[config.mk]
export PLATFORM = sky130hd
export DESIGN_NAME = mmir_regs
export DESIGN_NICKNAME = d
export VERILOG_FILES = /design/src/mmir_pkg.sv /design/src/mmir_regs.sv
export SDC_FILE = /design/constraint.sdc
export NUM_CORES = 1
export LEC_CHECK = 0
export ABC_CLOCK_PERIOD_IN_PS = 2600
export BUFFER_PORTS_ARGS = -buffer_cell sky130_fd_sc_hd__buf_2
export CORE_UTILIZATION = 53
export CTS_BUF_LIST = sky130_fd_sc_hd__clkbuf_2
export DETAILED_ROUTE_END_ITERATION = 6
export GPL_TIMING_DRIVEN = 0
export PLACE_DENSITY = 0.91
export SETUP_SLACK_MARGIN = 0.5
export SLEW_MARGIN = 5
export SYNTH_ARGS = -nofsm -noshare
export SYNTH_HDL_FRONTEND = slang
export SYNTH_SLANG_ARGS = --single-unit
[constraint.sdc]
create_clock -name clock -period 2.6 [get_ports clock]
set_clock_uncertainty 0.1 [all_clocks]
set_input_delay 0.26 -clock clock [delete_from_list [all_inputs] [get_ports clock]]
set_output_delay 0.26 -clock clock [all_outputs]
set_load 0.02 [all_outputs]
[src/mmir_pkg.sv]
// constants and types for the modem mode and interrupt register bank
// What this block does
// - blind_dial_now set: dial at once after tone-dial command, no dial-tone wait
// - v23_receive_side: send 75, receive 600 or 1200 chosen by baud bit
// - v23_transmit_side: send 600 or 1200 by baud bit, receive 75
// - both V.23 bits clear: baud bit picks 1200 (0) or 2400 (1)
// - both V.23 bits set: baud bit picks 600 (0) or 1200 (1)
// - carrier_loss_mask bit 7: carrier flag falling raises interrupt
// - wake_ring_mask bit 6: wake flag rising raises interrupt
// - extension_phone_mask bit 5, no_line_mask bit 4 gate their flag rises
// - ring_event_mask bit 3, caller_info_mask bit 2 gate their flag rises
// - reversal_mask bit 0: reversal flag rising raises interrupt
// - carrier flag sticky, high when carrier pin low, cleared by status read
// - wake-on-ring flag latches on event, clears on status read
// - extension phone flag latches on extension event once any off-hook has been seen since reset, clears on read
// - no-line flag latches on missing line, clears on read
// - ring flag latches on ring while on-hook, clears on read
// - caller-ID flag latches on preamble, clears on read
// - reversal flag latches on V.23 reversal, clears on read
// - carrier_pin_enable makes pin two an active-low carrier output; host sets function 01
// - caller monitor: 00 off, 01 seizure plus marks, 10 reserved, 11 marks only
// - extra_bit_meaning, only with escape enabled: 0 alert, 1 frame end
// - timeout_blind_dial: dial blind when dial-tone wait expires
// - band_swap_loopback swaps transmit and receive bands for test
// - irq_polarity: 0 active interrupt drives low, 1 drives high
package mmir_pkg;
  localparam logic [3:0] ADDR_MODE = 4'h0;
  localparam logic [3:0] ADDR_MASK = 4'h1;
  localparam logic [3:0] ADDR_STATUS = 4'h2;
  localparam logic [3:0] ADDR_FEATURE = 4'h3;
  localparam logic [3:0] ADDR_CONTROL = 4'h4;
  localparam logic [7:0] MODE_RESET = 8'h06;
  localparam logic [7:0] MASK_RESET = 8'h00;
  localparam logic [7:0] FEATURE_RESET = 8'h00;
  localparam logic [7:0] MODE_WMASK = 8'h77;
  localparam logic [7:0] MASK_WMASK = 8'hfd;
  localparam logic [7:0] STATUS_MASK = 8'hfd;
  localparam logic [7:0] FEATURE_WMASK = 8'hee;
  localparam logic [7:0] CONTROL_WMASK = 8'h03;
  localparam logic [7:0] CONTROL_RESET = 8'h00;
  localparam int BIT_BLIND = 6;
  localparam int BIT_V23_RECEIVE_SIDE = 5;
  localparam int BIT_V23_TRANSMIT_SIDE = 4;
  localparam int BIT_BAUD = 2;
  localparam int BIT_CCITT = 1;
  localparam int BIT_FSK = 0;
  localparam int BIT_CARRIER = 7;
  localparam int BIT_WAKE = 6;
  localparam int BIT_EXT = 5;
  localparam int BIT_NOLINE = 4;
  localparam int BIT_RING = 3;
  localparam int BIT_CALLER = 2;
  localparam int BIT_REV = 0;
  localparam int BIT_CPIN = 7;
  localparam int BIT_CMON = 5;
  localparam int BIT_XBIT = 3;
  localparam int BIT_TBLIND = 2;
  localparam int BIT_LOOP = 1;
  localparam int BIT_IRQPOL = 0;
  localparam int BIT_ESC = 1;
  localparam logic [1:0] CPIN_FUNC_CARRIER = 2'h1;
  typedef enum logic [3:0] {
    MMIR_RATE_1200 = 4'h1,
    MMIR_RATE_2400 = 4'h2,
    MMIR_RATE_600 = 4'h4,
    MMIR_RATE_75 = 4'h8
  } mmir_rate_t;
  typedef enum logic [1:0] {
    MMIR_CMON_OFF = 2'h0,
    MMIR_CMON_SEIZE = 2'h1,
    MMIR_CMON_RSVD = 2'h2,
    MMIR_CMON_MARKS = 2'h3
  } mmir_cmon_t;
  typedef enum logic [2:0] {
    MMIR_BUS_IDLE = 3'b001,
    MMIR_BUS_ANSWER = 3'b010,
    MMIR_BUS_DONE = 3'b100
  } mmir_bus_t;
endpackage

[src/mmir_regs.sv]
// modem mode and interrupt register bank behind an Avalon-MM slave
`timescale 1ns/10ps
module mmir_regs (
  input wire logic clock,
  input wire logic arst_n,
  input wire logic [3:0] address,
  input wire logic read,
  input wire logic write,
  input wire logic [31:0] writedata,
  input wire logic [3:0] byteenable,
  output logic [31:0] readdata,
  output logic waitrequest,
  output logic [1:0] response,
  input wire logic carrier_pin_n,
  input wire logic wake_event,
  input wire logic extension_event,
  input wire logic off_hook_event,
  input wire logic line_absent_event,
  input wire logic ring_event,
  input wire logic on_hook,
  input wire logic caller_preamble,
  input wire logic reversal_event,
  input wire logic tone_dial_cmd,
  input wire logic dial_wait_expired,
  input wire logic [1:0] general_pin_two_func,
  output logic irq,
  output logic general_pin_two_out,
  output logic general_pin_two_oe,
  output logic start_dial,
  output mmir_pkg::mmir_rate_t tx_rate,
  output mmir_pkg::mmir_rate_t rx_rate,
  output logic ccitt_mode,
  output logic fsk_300,
  output mmir_pkg::mmir_cmon_t caller_monitor_sel,
  output logic caller_need_seizure,
  output logic extra_bit_alert,
  output logic extra_bit_frame_end,
  output logic band_swap_loopback
);
  import mmir_pkg::*;

  logic [7:0] modem_mode_select;
  logic [7:0] interrupt_mask;
  logic [7:0] interrupt_status;
  logic [7:0] modem_feature_control;
  logic [7:0] link_control;
  mmir_bus_t bus_state;
  logic [1:0] carrier_sync;
  logic [1:0] wake_sync;
  logic [1:0] ext_sync;
  logic [1:0] offhook_sync;
  logic [1:0] noline_sync;
  logic [1:0] ring_sync;
  logic [1:0] onhook_sync;
  logic [1:0] caller_sync;
  logic [1:0] rev_sync;
  logic [1:0] tone_sync;
  logic [1:0] wait_sync;
  logic [1:0] func_sync0;
  logic [1:0] func_sync1;
  logic carrier_now;
  logic tone_prev;
  logic wait_prev;
  logic [7:0] event_set;
  logic [7:0] prev_status;
  logic irq_pending;
  logic status_read;
  logic wr_take;
  logic [7:0] wdata;
  logic [7:0] next_rd;
  logic ext_since_offhook;

  function automatic logic [7:0] merge(input logic [7:0] old, input logic [7:0] nv,
                                       input logic [7:0] wm);
    merge = (old & ~wm) | (nv & wm);
  endfunction

  // two-flop synchronisers; only the second stage feeds logic
  always_ff @(posedge clock or negedge arst_n) begin
    if (!arst_n) begin
      carrier_sync <= 2'h3;
      wake_sync <= 2'h0;
      ext_sync <= 2'h0;
      offhook_sync <= 2'h0;
      noline_sync <= 2'h0;
      ring_sync <= 2'h0;
      onhook_sync <= 2'h0;
      caller_sync <= 2'h0;
      rev_sync <= 2'h0;
      tone_sync <= 2'h0;
      wait_sync <= 2'h0;
      func_sync0 <= 2'h0;
      func_sync1 <= 2'h0;
    end else begin
      carrier_sync <= {carrier_sync[0], carrier_pin_n};
      wake_sync <= {wake_sync[0], wake_event};
      ext_sync <= {ext_sync[0], extension_event};
      offhook_sync <= {offhook_sync[0], off_hook_event};
      noline_sync <= {noline_sync[0], line_absent_event};
      ring_sync <= {ring_sync[0], ring_event};
      onhook_sync <= {onhook_sync[0], on_hook};
      caller_sync <= {caller_sync[0], caller_preamble};
      rev_sync <= {rev_sync[0], reversal_event};
      tone_sync <= {tone_sync[0], tone_dial_cmd};
      wait_sync <= {wait_sync[0], dial_wait_expired};
      func_sync0 <= general_pin_two_func;
      func_sync1 <= func_sync0;
    end
  end

  assign carrier_now = ~carrier_sync[1];

  // extension flag qualifies once any off-hook has been seen since reset
  always_ff @(posedge clock or negedge arst_n) begin
    if (!arst_n) begin
      ext_since_offhook <= 1'b0;
    end else if (offhook_sync[1]) begin
      ext_since_offhook <= 1'b1;
    end
  end

  always_comb begin
    event_set = 8'h00;
    event_set[BIT_CARRIER] = carrier_now;
    event_set[BIT_WAKE] = wake_sync[1];
    event_set[BIT_EXT] = ext_sync[1] & ext_since_offhook;
    event_set[BIT_NOLINE] = noline_sync[1];
    event_set[BIT_RING] = ring_sync[1] & onhook_sync[1];
    event_set[BIT_CALLER] = caller_sync[1];
    event_set[BIT_REV] = rev_sync[1];
  end

  // bus: request seen in idle, answered two cycles later with waitrequest low
  always_ff @(posedge clock or negedge arst_n) begin
    if (!arst_n) begin
      bus_state <= MMIR_BUS_IDLE;
    end else begin
      unique case (bus_state)
        MMIR_BUS_IDLE: begin
          if (read || write) begin
            bus_state <= MMIR_BUS_ANSWER;
          end
        end
        MMIR_BUS_ANSWER: begin
          bus_state <= MMIR_BUS_DONE;
        end
        MMIR_BUS_DONE: begin
          bus_state <= MMIR_BUS_IDLE;
        end
      endcase
    end
  end

  assign wr_take = (bus_state == MMIR_BUS_ANSWER) && write && byteenable[0];
  assign status_read = (bus_state == MMIR_BUS_ANSWER) && read && (address == ADDR_STATUS);
  assign wdata = writedata[7:0];

  always_comb begin
    unique case (address)
      ADDR_MODE: next_rd = modem_mode_select;
      ADDR_MASK: next_rd = interrupt_mask;
      ADDR_STATUS: next_rd = interrupt_status;
      ADDR_FEATURE: next_rd = modem_feature_control;
      ADDR_CONTROL: next_rd = link_control;
      default: next_rd = 8'h00;
    endcase
  end

  always_ff @(posedge clock or negedge arst_n) begin
    if (!arst_n) begin
      waitrequest <= 1'b1;
      readdata <= 32'h0;
      response <= 2'h0;
    end else begin
      waitrequest <= !(bus_state == MMIR_BUS_ANSWER);
      if (bus_state == MMIR_BUS_ANSWER) begin
        readdata <= read ? {24'h0, next_rd} : 32'h0;
        response <= (address > ADDR_CONTROL) ? 2'h2 : 2'h0;
      end
    end
  end

  always_ff @(posedge clock or negedge arst_n) begin
    if (!arst_n) begin
      modem_mode_select <= MODE_RESET;
      interrupt_mask <= MASK_RESET;
      modem_feature_control <= FEATURE_RESET;
      link_control <= CONTROL_RESET;
    end else if (wr_take) begin
      unique case (address)
        ADDR_MODE: modem_mode_select <= merge(modem_mode_select, wdata, MODE_WMASK);
        ADDR_MASK: interrupt_mask <= merge(interrupt_mask, wdata, MASK_WMASK);
        ADDR_FEATURE: modem_feature_control <= merge(modem_feature_control, wdata,
                                                     FEATURE_WMASK);
        ADDR_CONTROL: link_control <= merge(link_control, wdata, CONTROL_WMASK);
        default: ;
      endcase
    end
  end

  // sticky flags: a set in the clearing read's cycle wins
  always_ff @(posedge clock or negedge arst_n) begin
    if (!arst_n) begin
      interrupt_status <= 8'h00;
    end else begin
      interrupt_status <= ((status_read ? 8'h00 : interrupt_status) | event_set)
                          & STATUS_MASK;
    end
  end

  always_ff @(posedge clock or negedge arst_n) begin
    if (!arst_n) begin
      prev_status <= 8'h00;
    end else begin
      prev_status <= interrupt_status;
    end
  end

  // pending holds until the flags are cleared by a status read
  always_ff @(posedge clock or negedge arst_n) begin
    if (!arst_n) begin
      irq_pending <= 1'b0;
    end else begin
      // carrier loss is the sticky flag falling, so it shows once a read clears it
      if (interrupt_mask[BIT_CARRIER] && prev_status[BIT_CARRIER]
          && !interrupt_status[BIT_CARRIER]) begin
        irq_pending <= 1'b1;
      end else if (|(interrupt_status & ~prev_status & interrupt_mask & 8'h7d)) begin
        irq_pending <= 1'b1;
      end else if (status_read) begin
        irq_pending <= 1'b0;
      end
    end
  end

  always_ff @(posedge clock or negedge arst_n) begin
    if (!arst_n) begin
      irq <= 1'b1;
    end else begin
      irq <= irq_pending ~^ link_control[BIT_IRQPOL];
    end
  end

  // pin two drives only when both enable and function agree
  always_ff @(posedge clock or negedge arst_n) begin
    if (!arst_n) begin
      general_pin_two_out <= 1'b1;
      general_pin_two_oe <= 1'b0;
    end else begin
      general_pin_two_oe <= modem_feature_control[BIT_CPIN]
                            && (func_sync1 == CPIN_FUNC_CARRIER);
      general_pin_two_out <= ~carrier_now;
    end
  end

  // edge memory sits behind the second stage so the first stays private
  always_ff @(posedge clock or negedge arst_n) begin
    if (!arst_n) begin
      tone_prev <= 1'b0;
      wait_prev <= 1'b0;
    end else begin
      tone_prev <= tone_sync[1];
      wait_prev <= wait_sync[1];
    end
  end

  always_ff @(posedge clock or negedge arst_n) begin
    if (!arst_n) begin
      start_dial <= 1'b0;
    end else begin
      start_dial <= (modem_mode_select[BIT_BLIND] && tone_prev && !tone_sync[1])
                    || (modem_feature_control[BIT_TBLIND] && wait_prev
                        && !wait_sync[1]);
    end
  end

  always_ff @(posedge clock or negedge arst_n) begin
    if (!arst_n) begin
      tx_rate <= MMIR_RATE_1200;
      rx_rate <= MMIR_RATE_1200;
    end else begin
      unique case ({modem_mode_select[BIT_V23_RECEIVE_SIDE], modem_mode_select[BIT_V23_TRANSMIT_SIDE]})
        2'b10: begin
          tx_rate <= MMIR_RATE_75;
          rx_rate <= modem_mode_select[BIT_BAUD] ? MMIR_RATE_1200 : MMIR_RATE_600;
        end
        2'b01: begin
          tx_rate <= modem_mode_select[BIT_BAUD] ? MMIR_RATE_1200 : MMIR_RATE_600;
          rx_rate <= MMIR_RATE_75;
        end
        2'b00: begin
          tx_rate <= modem_mode_select[BIT_BAUD] ? MMIR_RATE_2400 : MMIR_RATE_1200;
          rx_rate <= modem_mode_select[BIT_BAUD] ? MMIR_RATE_2400 : MMIR_RATE_1200;
        end
        2'b11: begin
          tx_rate <= modem_mode_select[BIT_BAUD] ? MMIR_RATE_1200 : MMIR_RATE_600;
          rx_rate <= modem_mode_select[BIT_BAUD] ? MMIR_RATE_1200 : MMIR_RATE_600;
        end
      endcase
    end
  end

  always_ff @(posedge clock or negedge arst_n) begin
    if (!arst_n) begin
      ccitt_mode <= 1'b0;
      fsk_300 <= 1'b0;
      caller_monitor_sel <= MMIR_CMON_OFF;
      caller_need_seizure <= 1'b0;
      extra_bit_alert <= 1'b0;
      extra_bit_frame_end <= 1'b0;
      band_swap_loopback <= 1'b0;
    end else begin
      ccitt_mode <= modem_mode_select[BIT_CCITT];
      fsk_300 <= modem_mode_select[BIT_FSK];
      // reserved monitor code is treated as disabled
      caller_monitor_sel <= (modem_feature_control[BIT_CMON +: 2] == MMIR_CMON_RSVD)
                            ? MMIR_CMON_OFF
                            : mmir_cmon_t'(modem_feature_control[BIT_CMON +: 2]);
      caller_need_seizure <= modem_feature_control[BIT_CMON +: 2] == MMIR_CMON_SEIZE;
      extra_bit_alert <= link_control[BIT_ESC] && !modem_feature_control[BIT_XBIT];
      extra_bit_frame_end <= link_control[BIT_ESC] && modem_feature_control[BIT_XBIT];
      band_swap_loopback <= modem_feature_control[BIT_LOOP];
    end
  end
endmodule

Word level (Yosys, flattened, before mapping)
Cells that the tools add are included.

storage, ports and cells
  flip-flop bits (word level) = 134
  logic and storage cells = 111

cells by class
  order comparisons = 1
  equality and inequality tests = 14
  multiplexer cells = 14
  bitwise logic cells = 12
  reduce and logical (&&, ||, !) cells = 30

operators with widths
  cell                                                                    count
  8-bit one-hot mux with 5 select lines                                   1
  4-bit one-hot mux with 3 select lines                                   2
  8-bit two-way mux                                                       2
  7-bit AND                                                               2
  1-bit logical AND                                                       13
  3-bit one-hot mux with 3 select lines                                   1
  4-bit by 2-bit equality test with 1-bit output (second input constant)  2
  2-bit by 8-bit OR with 8-bit output                                     1
  5-bit by 8-bit OR with 8-bit output                                     1
  8-bit by 2-bit OR with 8-bit output                                     1
  8-bit by 7-bit OR with 8-bit output                                     1
  8-bit OR                                                                1
  2-bit AND reduction                                                     4
  7-bit NOT                                                               1
  2-bit by 1-bit equality test with 1-bit output (second input constant)  3
  2-bit equality test (second input constant)                             3
  2-bit two-way mux                                                       3
  3-bit two-way mux                                                       2
  6-bit OR reduction                                                      1
  1-bit logical NOT                                                       5
  4-bit by 1-bit equality test with 1-bit output (second input constant)  1
  4-bit by 3-bit equality test with 1-bit output (second input constant)  1
  4-bit by 3-bit > comparator with 1-bit output (second input constant)   1
  4-bit logical NOT                                                       1
  other kinds (12)                                                        17

Longest topological paths before layout
Gate-level depths: netlist of run 1.

  depth after elaboration = 6
  depth in mapped cells = 5
  mapped depth without buffers = 4

Worst setup path before layout of run 1
No wires, ideal clock.

  path kind = reg-to-reg
  start = reg bus_state[2]
  end = reg modem_mode_select[0]
  setup time = 0.125 ns
  data arrival time = 1.710 ns
  slack = 0.665 ns
  cell stages (with the launch flop) = 6
  buffers on the path = 1
  period minus slack after synthesis = 1.935 ns
  path through = dfrtp_1 > nor3b_4 > inv_2 > buf_4 > nor4b_4 > mux2_2

between the ends
  word-level cells in the longest chain between the ends = 4

ends and longest elaborated chain
  what                                            line              RTL
  start: declaration                              mmir_regs.sv:47   mmir_bus_t bus_state;
  start signal: assignment                        mmir_regs.sv:136  bus_state <= MMIR_BUS_IDLE;
  start signal: assignment                        mmir_regs.sv:141  bus_state <= MMIR_BUS_ANSWER;
  start signal: assignment                        mmir_regs.sv:145  bus_state <= MMIR_BUS_DONE;
  3-bit by 2-bit equality test with 1-bit output  mmir_regs.sv:154  assign wr_take = (bus_state == MMIR_BUS_ANSWER) && write && byteenable[0];
  1-bit logical AND (2 in a row)                  mmir_regs.sv:154
  2-bit AND reduction (no line)                   n/a
  end signal: assignment                          mmir_regs.sv:191  ADDR_MODE: modem_mode_select <= merge(modem_mode_select, wdata, MODE_WMASK);
  end: declaration                                mmir_regs.sv:42   logic [7:0] modem_mode_select;

Every way passes these cells.
A chain may end at the register's enable or synchronous reset.

Worst setup path in the final report of run 1
  start = reg bus_state[2]
  end = reg modem_mode_select[4]

The elaborated chain is that of the path after synthesis.

==> results.sh, run 1 <==
export IMPL_status="finished, violations left"
export IMPL_nFillCells=470
export IMPL_critPathMaxFanout=10
export IMPL_min_path_cells=4
export IMPL_route_detailed_drc=9
export IMPL_vias=2142
export IMPL_yosys_warnings=0
export IMPL_antenna_cells=0
export IMPL_synth_cell_area_um2=3620
export IMPL_seq_area_um2=2460
export IMPL_dieArea_um2=7170
export IMPL_dieWidth_um=84.7
export IMPL_rsz0062_at_grt="no"
export IMPL_reg2reg_depth=6
export IMPL_timing_hold_ws_ns=0.129
export IMPL_grt_usage_pct=18.3
export IMPL_synth_cell_types=42
export IMPL_wl_per_cell_um=13.7
export IMPL_io_pins=112
export IMPL_area_growth_pct=25.6
export IMPL_hold_class="primary input to register"
export IMPL_powerDensity_nw_per_um2=802
export IMPL_ctsResizeCount=0
export IMPL_cp_end_kind="register"
export IMPL_r2r_end="modem_mode_select[4]$_DFFE_PN0P_"
export IMPL_multiInputGateArea_um2=1010
export IMPL_ir_drop_v=0.000463
export IMPL_final_nets=422
export IMPL_num_rows=29
export IMPL_maxCapViolCount=0
export IMPL_p_leak_nw=2.23
export IMPL_numPortBuffers=57
export IMPL_gp_congestion=0.810
export IMPL_failed_checks="DRC"
export IMPL_core_um2=6460
export IMPL_syn_inst=242
export IMPL_hold_end="readdata[1]$_DFFE_PN0N_"
export IMPL_ant_nets=0
export IMPL_r2r_start="bus_state[2]$_DFFE_PN0P_"
export IMPL_hold_violations=0
export IMPL_cts_root_buf="clkbuf_2"
export IMPL_setup_worst_path_class="register to register"
export IMPL_synth_seq_cells=98
export IMPL_path_clk_slew_ns=0.23
export IMPL_power_switching_w=0.00109
export IMPL_max_freq_mhz=513
export IMPL_drive_gt1_share_pct=40.3
export IMPL_report_final_slew_viol_count=0
export IMPL_avgSynthCellArea_um2=15.0
export IMPL_antenna_found_initial=0
export IMPL_intPower_w=0.00256
export IMPL_start_util_pct=56.1
export IMPL_clock_latency_ns=0.51
export IMPL_dpl_hpwl_um=4140
export IMPL_cp_start_kind="register"
export IMPL_arrival_ns=2.27
export IMPL_fin_setup_tns_ns=0
export IMPL_p_comb_share_pct=24.6
export IMPL_cts_sinks=98
export IMPL_max_slew_margin_rel_pct=60.5
export IMPL_hp_start="address[1]"
export IMPL_grt_pass1_vias=2085
export IMPL_htreeDepth=3
export IMPL_grt_pass1_wl_um=9910
export IMPL_viasPerCell=4.79
export IMPL_grt_max_degree=76
export IMPL_fin_crit_ns=1.95
export IMPL_wl_um=6130
export IMPL_cts_tree="yes"
export IMPL_cts_path_max_buffers=2
export IMPL_crit_required_ns=2.92
export IMPL_cts_made_buffers=9
export IMPL_tightest_slew_ns=0.590
export IMPL_grt_remaining_overflow=0
export IMPL_ff2ff_setup_slack_ns=0.65
export IMPL_finalCritPeriodShare_pct=75.0
export IMPL_crit_start="bus_state[2]$_DFFE_PN0P_"
export IMPL_die_h_um=84.7
export IMPL_power_share_clock_pct=21.4
export IMPL_yosysSeqAreaShare_pct=68.0
export IMPL_setup_violations=0
export IMPL_p_seq_share_pct=54.0
export IMPL_dr_pass1_iters=7
export IMPL_netSwitchingFraction_pct=29.8
export IMPL_drt_iter0_markers=105
-- timing repair --
item,4_1_cts,5_1_grt
hold endpoints to repair,129,5
hold buffers,25,1
buffers inserted,2,2
pin swaps,1,1
endpoints found under the setup margin,6,11
-- layout make-up --
type	count	share of cell area, %
tap	77	2.12
timing repair buffer	88	13.3
buffer	34	4.98
clock inverter	5	1.76
clock buffer	11	1.21
sequential	98	54.2
multi-input combinational	132	22.3
inverter	2	0.165
-- cells in the final DEF, fill, tap and decap left out, drive strengths merged, types with 3 or more instances in the layout --
cell type	Yosys	final
conb	1	25
mux2	25	25
dfstp	10	10
o22ai	3	3
nor3b	5	5
a22o	10	10
nand3b	5	5
nand2	10	10
dlygate4sd3	0	26
o21ai	4	4
a21o	6	6
buf	27	89
dfrtp	88	88
mux4	3	3
clkbuf	7	18
and2	3	3
nor2b	7	7
nor2	3	3
-- worst max path at each step --
| stage | endpoint | slack [ns] | cells after the start |
|---|---|---|---|
| 2_1_floorplan | modem_mode_select[0]$_DFFE_PN0P_ | 0.67 | 5 |
| 3_3_place_gp | band_swap_loopback$_DFF_PN0_ | 0.39 | 1 |
| 3_5_place_dp | modem_mode_select[4]$_DFFE_PN0P_ | 0.34 | 5 |
| 4_1_cts | modem_feature_control[6]$_DFFE_PN0P_ | 0.51 | 4 |
| 5_1_grt | modem_mode_select[5]$_DFFE_PN0P_ | 0.61 | 6 |
| 6_report | modem_mode_select[4]$_DFFE_PN0P_ | 0.65 | 6 |
-- power by group through the flow --
| stage | combinational, W | sequential, W | clock, W |
|---|---|---|---|
| global placement | 0.000797 | 0.00198 | 0 |
| CTS | 0.000863 | 0.00197 | 0.000802 |
| finish | 0.000898 | 0.00197 | 0.000782 |
| global route | 0.000963 | 0.00200 | 0.000872 |
| floorplan | 0.000451 | 0.00211 | 0 |
| detailed placement | 0.000832 | 0.00200 | 0 |
-- routing by layer --
| metal | global-route usage, % | up-vias | share of wire, % |
|---|---|---|---|
| met2 | 30.5 | 78 | 49 |
| met3 | 4.03 | 13 | 5.0 |
| met4 | 8.47 | 0 | 1.9 |
| li1 | - | 1041 | - |
| met5 | 0 | - | 0 |
| met1 | 23.2 | 1010 | 44 |
-- Yosys cell counts --
| library cell | n | share of area [%] |
|---|---|---|
| a2111o_1 | 1 | 0.31 |
| a211oi_1 | 1 | 0.21 |
| a21bo_2 | 1 | 0.28 |
| a21o_1 | 6 | 1.2 |
| a21oi_1 | 1 | 0.14 |
| a22o_1 | 10 | 2.4 |
| a2bb2oi_1 | 1 | 0.24 |
| and2_0 | 1 | 0.17 |
| and2_1 | 2 | 0.35 |
| and3b_1 | 2 | 0.48 |
| buf_2 | 1 | 0.14 |
| buf_4 | 26 | 5.4 |
| clkbuf_1 | 7 | 0.73 |
| conb_1 | 1 | 0.10 |
| dfrtp_1 | 88 | 61 |
| dfstp_2 | 10 | 7.3 |
| inv_1 | 1 | 0.10 |
| inv_2 | 1 | 0.10 |
| mux2_2 | 25 | 7.8 |
| mux2i_1 | 1 | 0.28 |
| mux4_2 | 3 | 1.9 |
| nand2_1 | 10 | 1.0 |
| nand2b_1 | 1 | 0.17 |
| nand3_1 | 2 | 0.28 |
| nand3b_1 | 5 | 1.0 |
| nand4_1 | 1 | 0.17 |
| nand4b_1 | 1 | 0.24 |
| nor2_1 | 3 | 0.31 |
| nor2b_1 | 7 | 1.2 |
| nor3_1 | 1 | 0.14 |
| nor3_2 | 1 | 0.28 |
| nor3b_1 | 4 | 0.83 |
| nor3b_4 | 1 | 0.52 |
| nor4b_4 | 1 | 0.66 |
| nor4bb_1 | 2 | 0.55 |
| o211ai_1 | 1 | 0.21 |
| o21ai_0 | 4 | 0.55 |
| o22a_1 | 1 | 0.24 |
| o22ai_1 | 3 | 0.52 |
| or2_2 | 1 | 0.17 |
| or4b_2 | 1 | 0.28 |
| xnor2_1 | 1 | 0.24 |
-- registers in the layout, indices dropped and copies added (netlist names), 3 cells and up --
name	flops
prev_status	7
modem_feature_control	6
bus_state	3
rx_rate	4
tx_rate	4
interrupt_status	7
readdata	8
interrupt_mask	7
modem_mode_select	6
-- logic make-up after synthesis --
kind of cell / count (synthesis) / share of synthesized area (%)
other cells: 1 / 0.104
flops: 98 / 68.0
simple gates: 47 / 8.88
compound gates: 30 / 6.36
xor+xnor: 1 / 0.242
mux: 29 / 9.91
buf+inv: 36 / 6.46
-- worst max-delay path: stages, from the launching register on --
cell     delay [ns]
dfrtp_1        0.47
nor3b_4        0.30
inv_2          0.07
buf_4          0.18
nor4b_4        0.23
buf_4          0.19
mux2_2         0.33
-- per-stage QoR --
step / setup WS (ns) / area (µm²) / cells / util [%] / total power (W)
floorplan: 0.665 / 3710 / 266 / - / 0.00256
global placement: 0.392 / 4090 / 400 / 63.4 / 0.00278
detailed placement: 0.343 / 4120 / 401 / 63.9 / 0.00283
CTS: 0.505 / 4520 / 444 / 70.1 / 0.00363
global route: 0.608 / 4550 / 447 / 70.4 / 0.00384
finish: 0.650 / 4550 / 447 / 70.4 / 0.00365
Power figures use the tool's default switching activity.
==> inputs of run 2 (changes only) <==
ABC_CLOCK_PERIOD_IN_PS = 1960   (was 2600)
clock period = 1.96 ns   (was 2.6 ns; I/O delays follow)
==> run 2 against run 1 <==
The flow still finishes with violations (DRC). Die area unchanged. Sequential power up 35%. Utilization up 6.6 points. Largest power group unchanged. Sequential cell count unchanged. Critical path type unchanged. Worst hold slack worse by 0.11 ns. First-iteration DRC count up 11%.
==> results.sh, run 2 (same netlist as run 1, synthesis figures left out) <==
export IMPL_status="finished, violations left"
export IMPL_failed_checks="DRC"
export IMPL_p_leak_nw=2.40
export IMPL_hold_class="primary input to asynchronous set/reset pin"
export IMPL_drt_iter0_markers=117
export IMPL_grt_max_degree=67
export IMPL_setup_worst_path_class="register to register"
export IMPL_max_freq_mhz=531
export IMPL_cts_tree="yes"
export IMPL_final_common_cell="dfrtp_1"
export IMPL_setup_slack_ns=0.0783
export IMPL_grt_remaining_overflow=0
export IMPL_area_growth_pct=37.4
export IMPL_final_nets=442
export IMPL_gp_congestion=0.789
export IMPL_dieArea_um2=7170
export IMPL_num_rows=29
export IMPL_largest_reg_flops=8
export IMPL_grt_pass1_vias=2203
export IMPL_dpl_hpwl_um=4030
export IMPL_tightest_slew_ns=0.542
export IMPL_report_final_slew_viol_count=0
export IMPL_hold_violations=0
export IMPL_utilization_pct=77.0
export IMPL_path_clk_slew_ns=0.25
export IMPL_ant_nets=0
export IMPL_io_pins=112
export IMPL_ir_drop_v=0.000520
export IMPL_setup_violations=0
export IMPL_htreeDepth=3
export IMPL_regMostFlops="readdata"
export IMPL_start_util_pct=56.1
export IMPL_grt_usage_pct=19.7
export IMPL_rsz0062_at_grt="yes"
export IMPL_wl_per_cell_um=15.0
export IMPL_cts_made_buffers=9
export IMPL_viasPerCell=4.94
export IMPL_dieWidth_um=84.7
export IMPL_max_slew_margin_rel_pct=63.8
export IMPL_pre_cts_slack_ns=-0.243
export IMPL_core_um2=6460
export IMPL_reg2reg_depth=6
export IMPL_cts_sinks=98
export IMPL_final_cells=467
export IMPL_drive_gt1_share_pct=43.8
export IMPL_fin_area_um2=4980
export IMPL_antenna_found_initial=0
export IMPL_dr_pass1_iters=7
export IMPL_timing_hold_ws_ns=0.0195
export IMPL_placed_area_um2=4130
export IMPL_arrival_ns=2.21
export IMPL_cp_end_kind="register"
export IMPL_cts_path_max_buffers=2
export IMPL_antenna_cells=0
export IMPL_fin_crit_ns=1.88
export IMPL_vias=2305
export IMPL_route_detailed_drc=5
export IMPL_die_h_um=84.7
export IMPL_numPortBuffers=57
export IMPL_dp_cells=401
export IMPL_maxCapViolCount=0
export IMPL_crit_required_ns=2.29
export IMPL_finalCritPeriodShare_pct=96.0
export IMPL_wl_um=7000
export IMPL_powerDensity_nw_per_um2=1060
export IMPL_cts_root_buf="clkbuf_2"
export IMPL_clock_latency_ns=0.53
export IMPL_final_cell_mix="88 x dfrtp_1, 39 x buf_4, 38 x buf_6, 31 x buf_2, 27 x dlygate4sd3_1"
export IMPL_nFillCells=367
export IMPL_cp_start_kind="register"
export IMPL_critPathMaxFanout=2
export IMPL_grt_pass1_wl_um=10500
-- run 2: cell count changes in the layout (fill, tap and decap cells not counted), sizes merged --
cell / delta
buf: +20
clkbuf: -3
clkinv: +2
bufinv: -1
clkinvlp: +1
dlygate4sd3: +1
-- run 2: path summary, 6_finish.rpt --
check | start | endpoint | slack, ns
worst max-delay path | bus_state[2]$_DFFE_PN0P_ | modem_mode_select[0]$_DFFE_PN0P_ | 0.08
worst min-delay path | arst_n | interrupt_mask[0]$_DFFE_PN0P_ | 0.02
worst max register to register | bus_state[2]$_DFFE_PN0P_ | modem_mode_select[0]$_DFFE_PN0P_ | 0.08
worst min register to register | carrier_sync[0]$_DFF_PN1_ | carrier_sync[1]$_DFF_PN1_ | 0.27
max in group asynchronous | arst_n | interrupt_mask[3]$_DFFE_PN0P_ | 0.70
min in group clock | address[3] | irq_pending$_DFFE_PN0P_ | 0.06
-- run 2: layer usage --
layer  GRT usage (%)  vias to the layer above  share of wire, %
li1                -                     1084                 -
met1            25.0                     1126                41
met2            32.5                       82                52
met3            3.93                       13               4.9
met4            9.71                        0               2.0
met5               0                        -                 0
-- run 2: area by class of cell --
cell class,count,area (µm²),share of cell area [%]
repair buffers,108,958,19.3
inverters,2,7.51,0.151
multi-input cells,132,1110,22.2
clock buffers,9,45.0,0.905
plain buffers,34,238,4.78
clock inverters,7,60.1,1.21
flip-flops and latches,98,2460,49.5
well taps,77,96.3,1.94
-- run 2: where the power goes --
group / switching [W] / leakage [nW] / internal, W / total (W)
clock network: 0.000633 / 0.0581 / 0.000277 / 0.000910
registers: 0.000243 / 1.17 / 0.00241 / 0.00266
logic: 0.000767 / 1.17 / 0.000962 / 0.00173
total: 0.00164 / 2.40 / 0.00365 / 0.00529
-- run 2: stage by stage --
| step | TNS, ns | power (W) |
|---|---|---|
| after global placement | -17.85 | 0.00369 |
| after floorplan | 0 | 0.00340 |
| final | 0 | 0.00529 |
| after global routing | 0 | 0.00554 |
| after CTS | 0 | 0.00497 |
| after detailed placement | -1.83 | 0.00376 |
-- run 2: worst max-delay path: stages, from the launching register on --
cell and delay [ns]:
dfrtp_1 0.49, nor3b_4 0.24, inv_2 0.06, buf_6 0.12, nor4b_4 0.27, buf_4 0.19
mux2_4 0.29
-- run 2: repair_timing --
item,CTS,global route
setup buffers,11,12
resized for setup,35,56
hold buffers,26,1
hold endpoints to repair,131,8
setup endpoints to repair,44,66
pin swaps,7,7
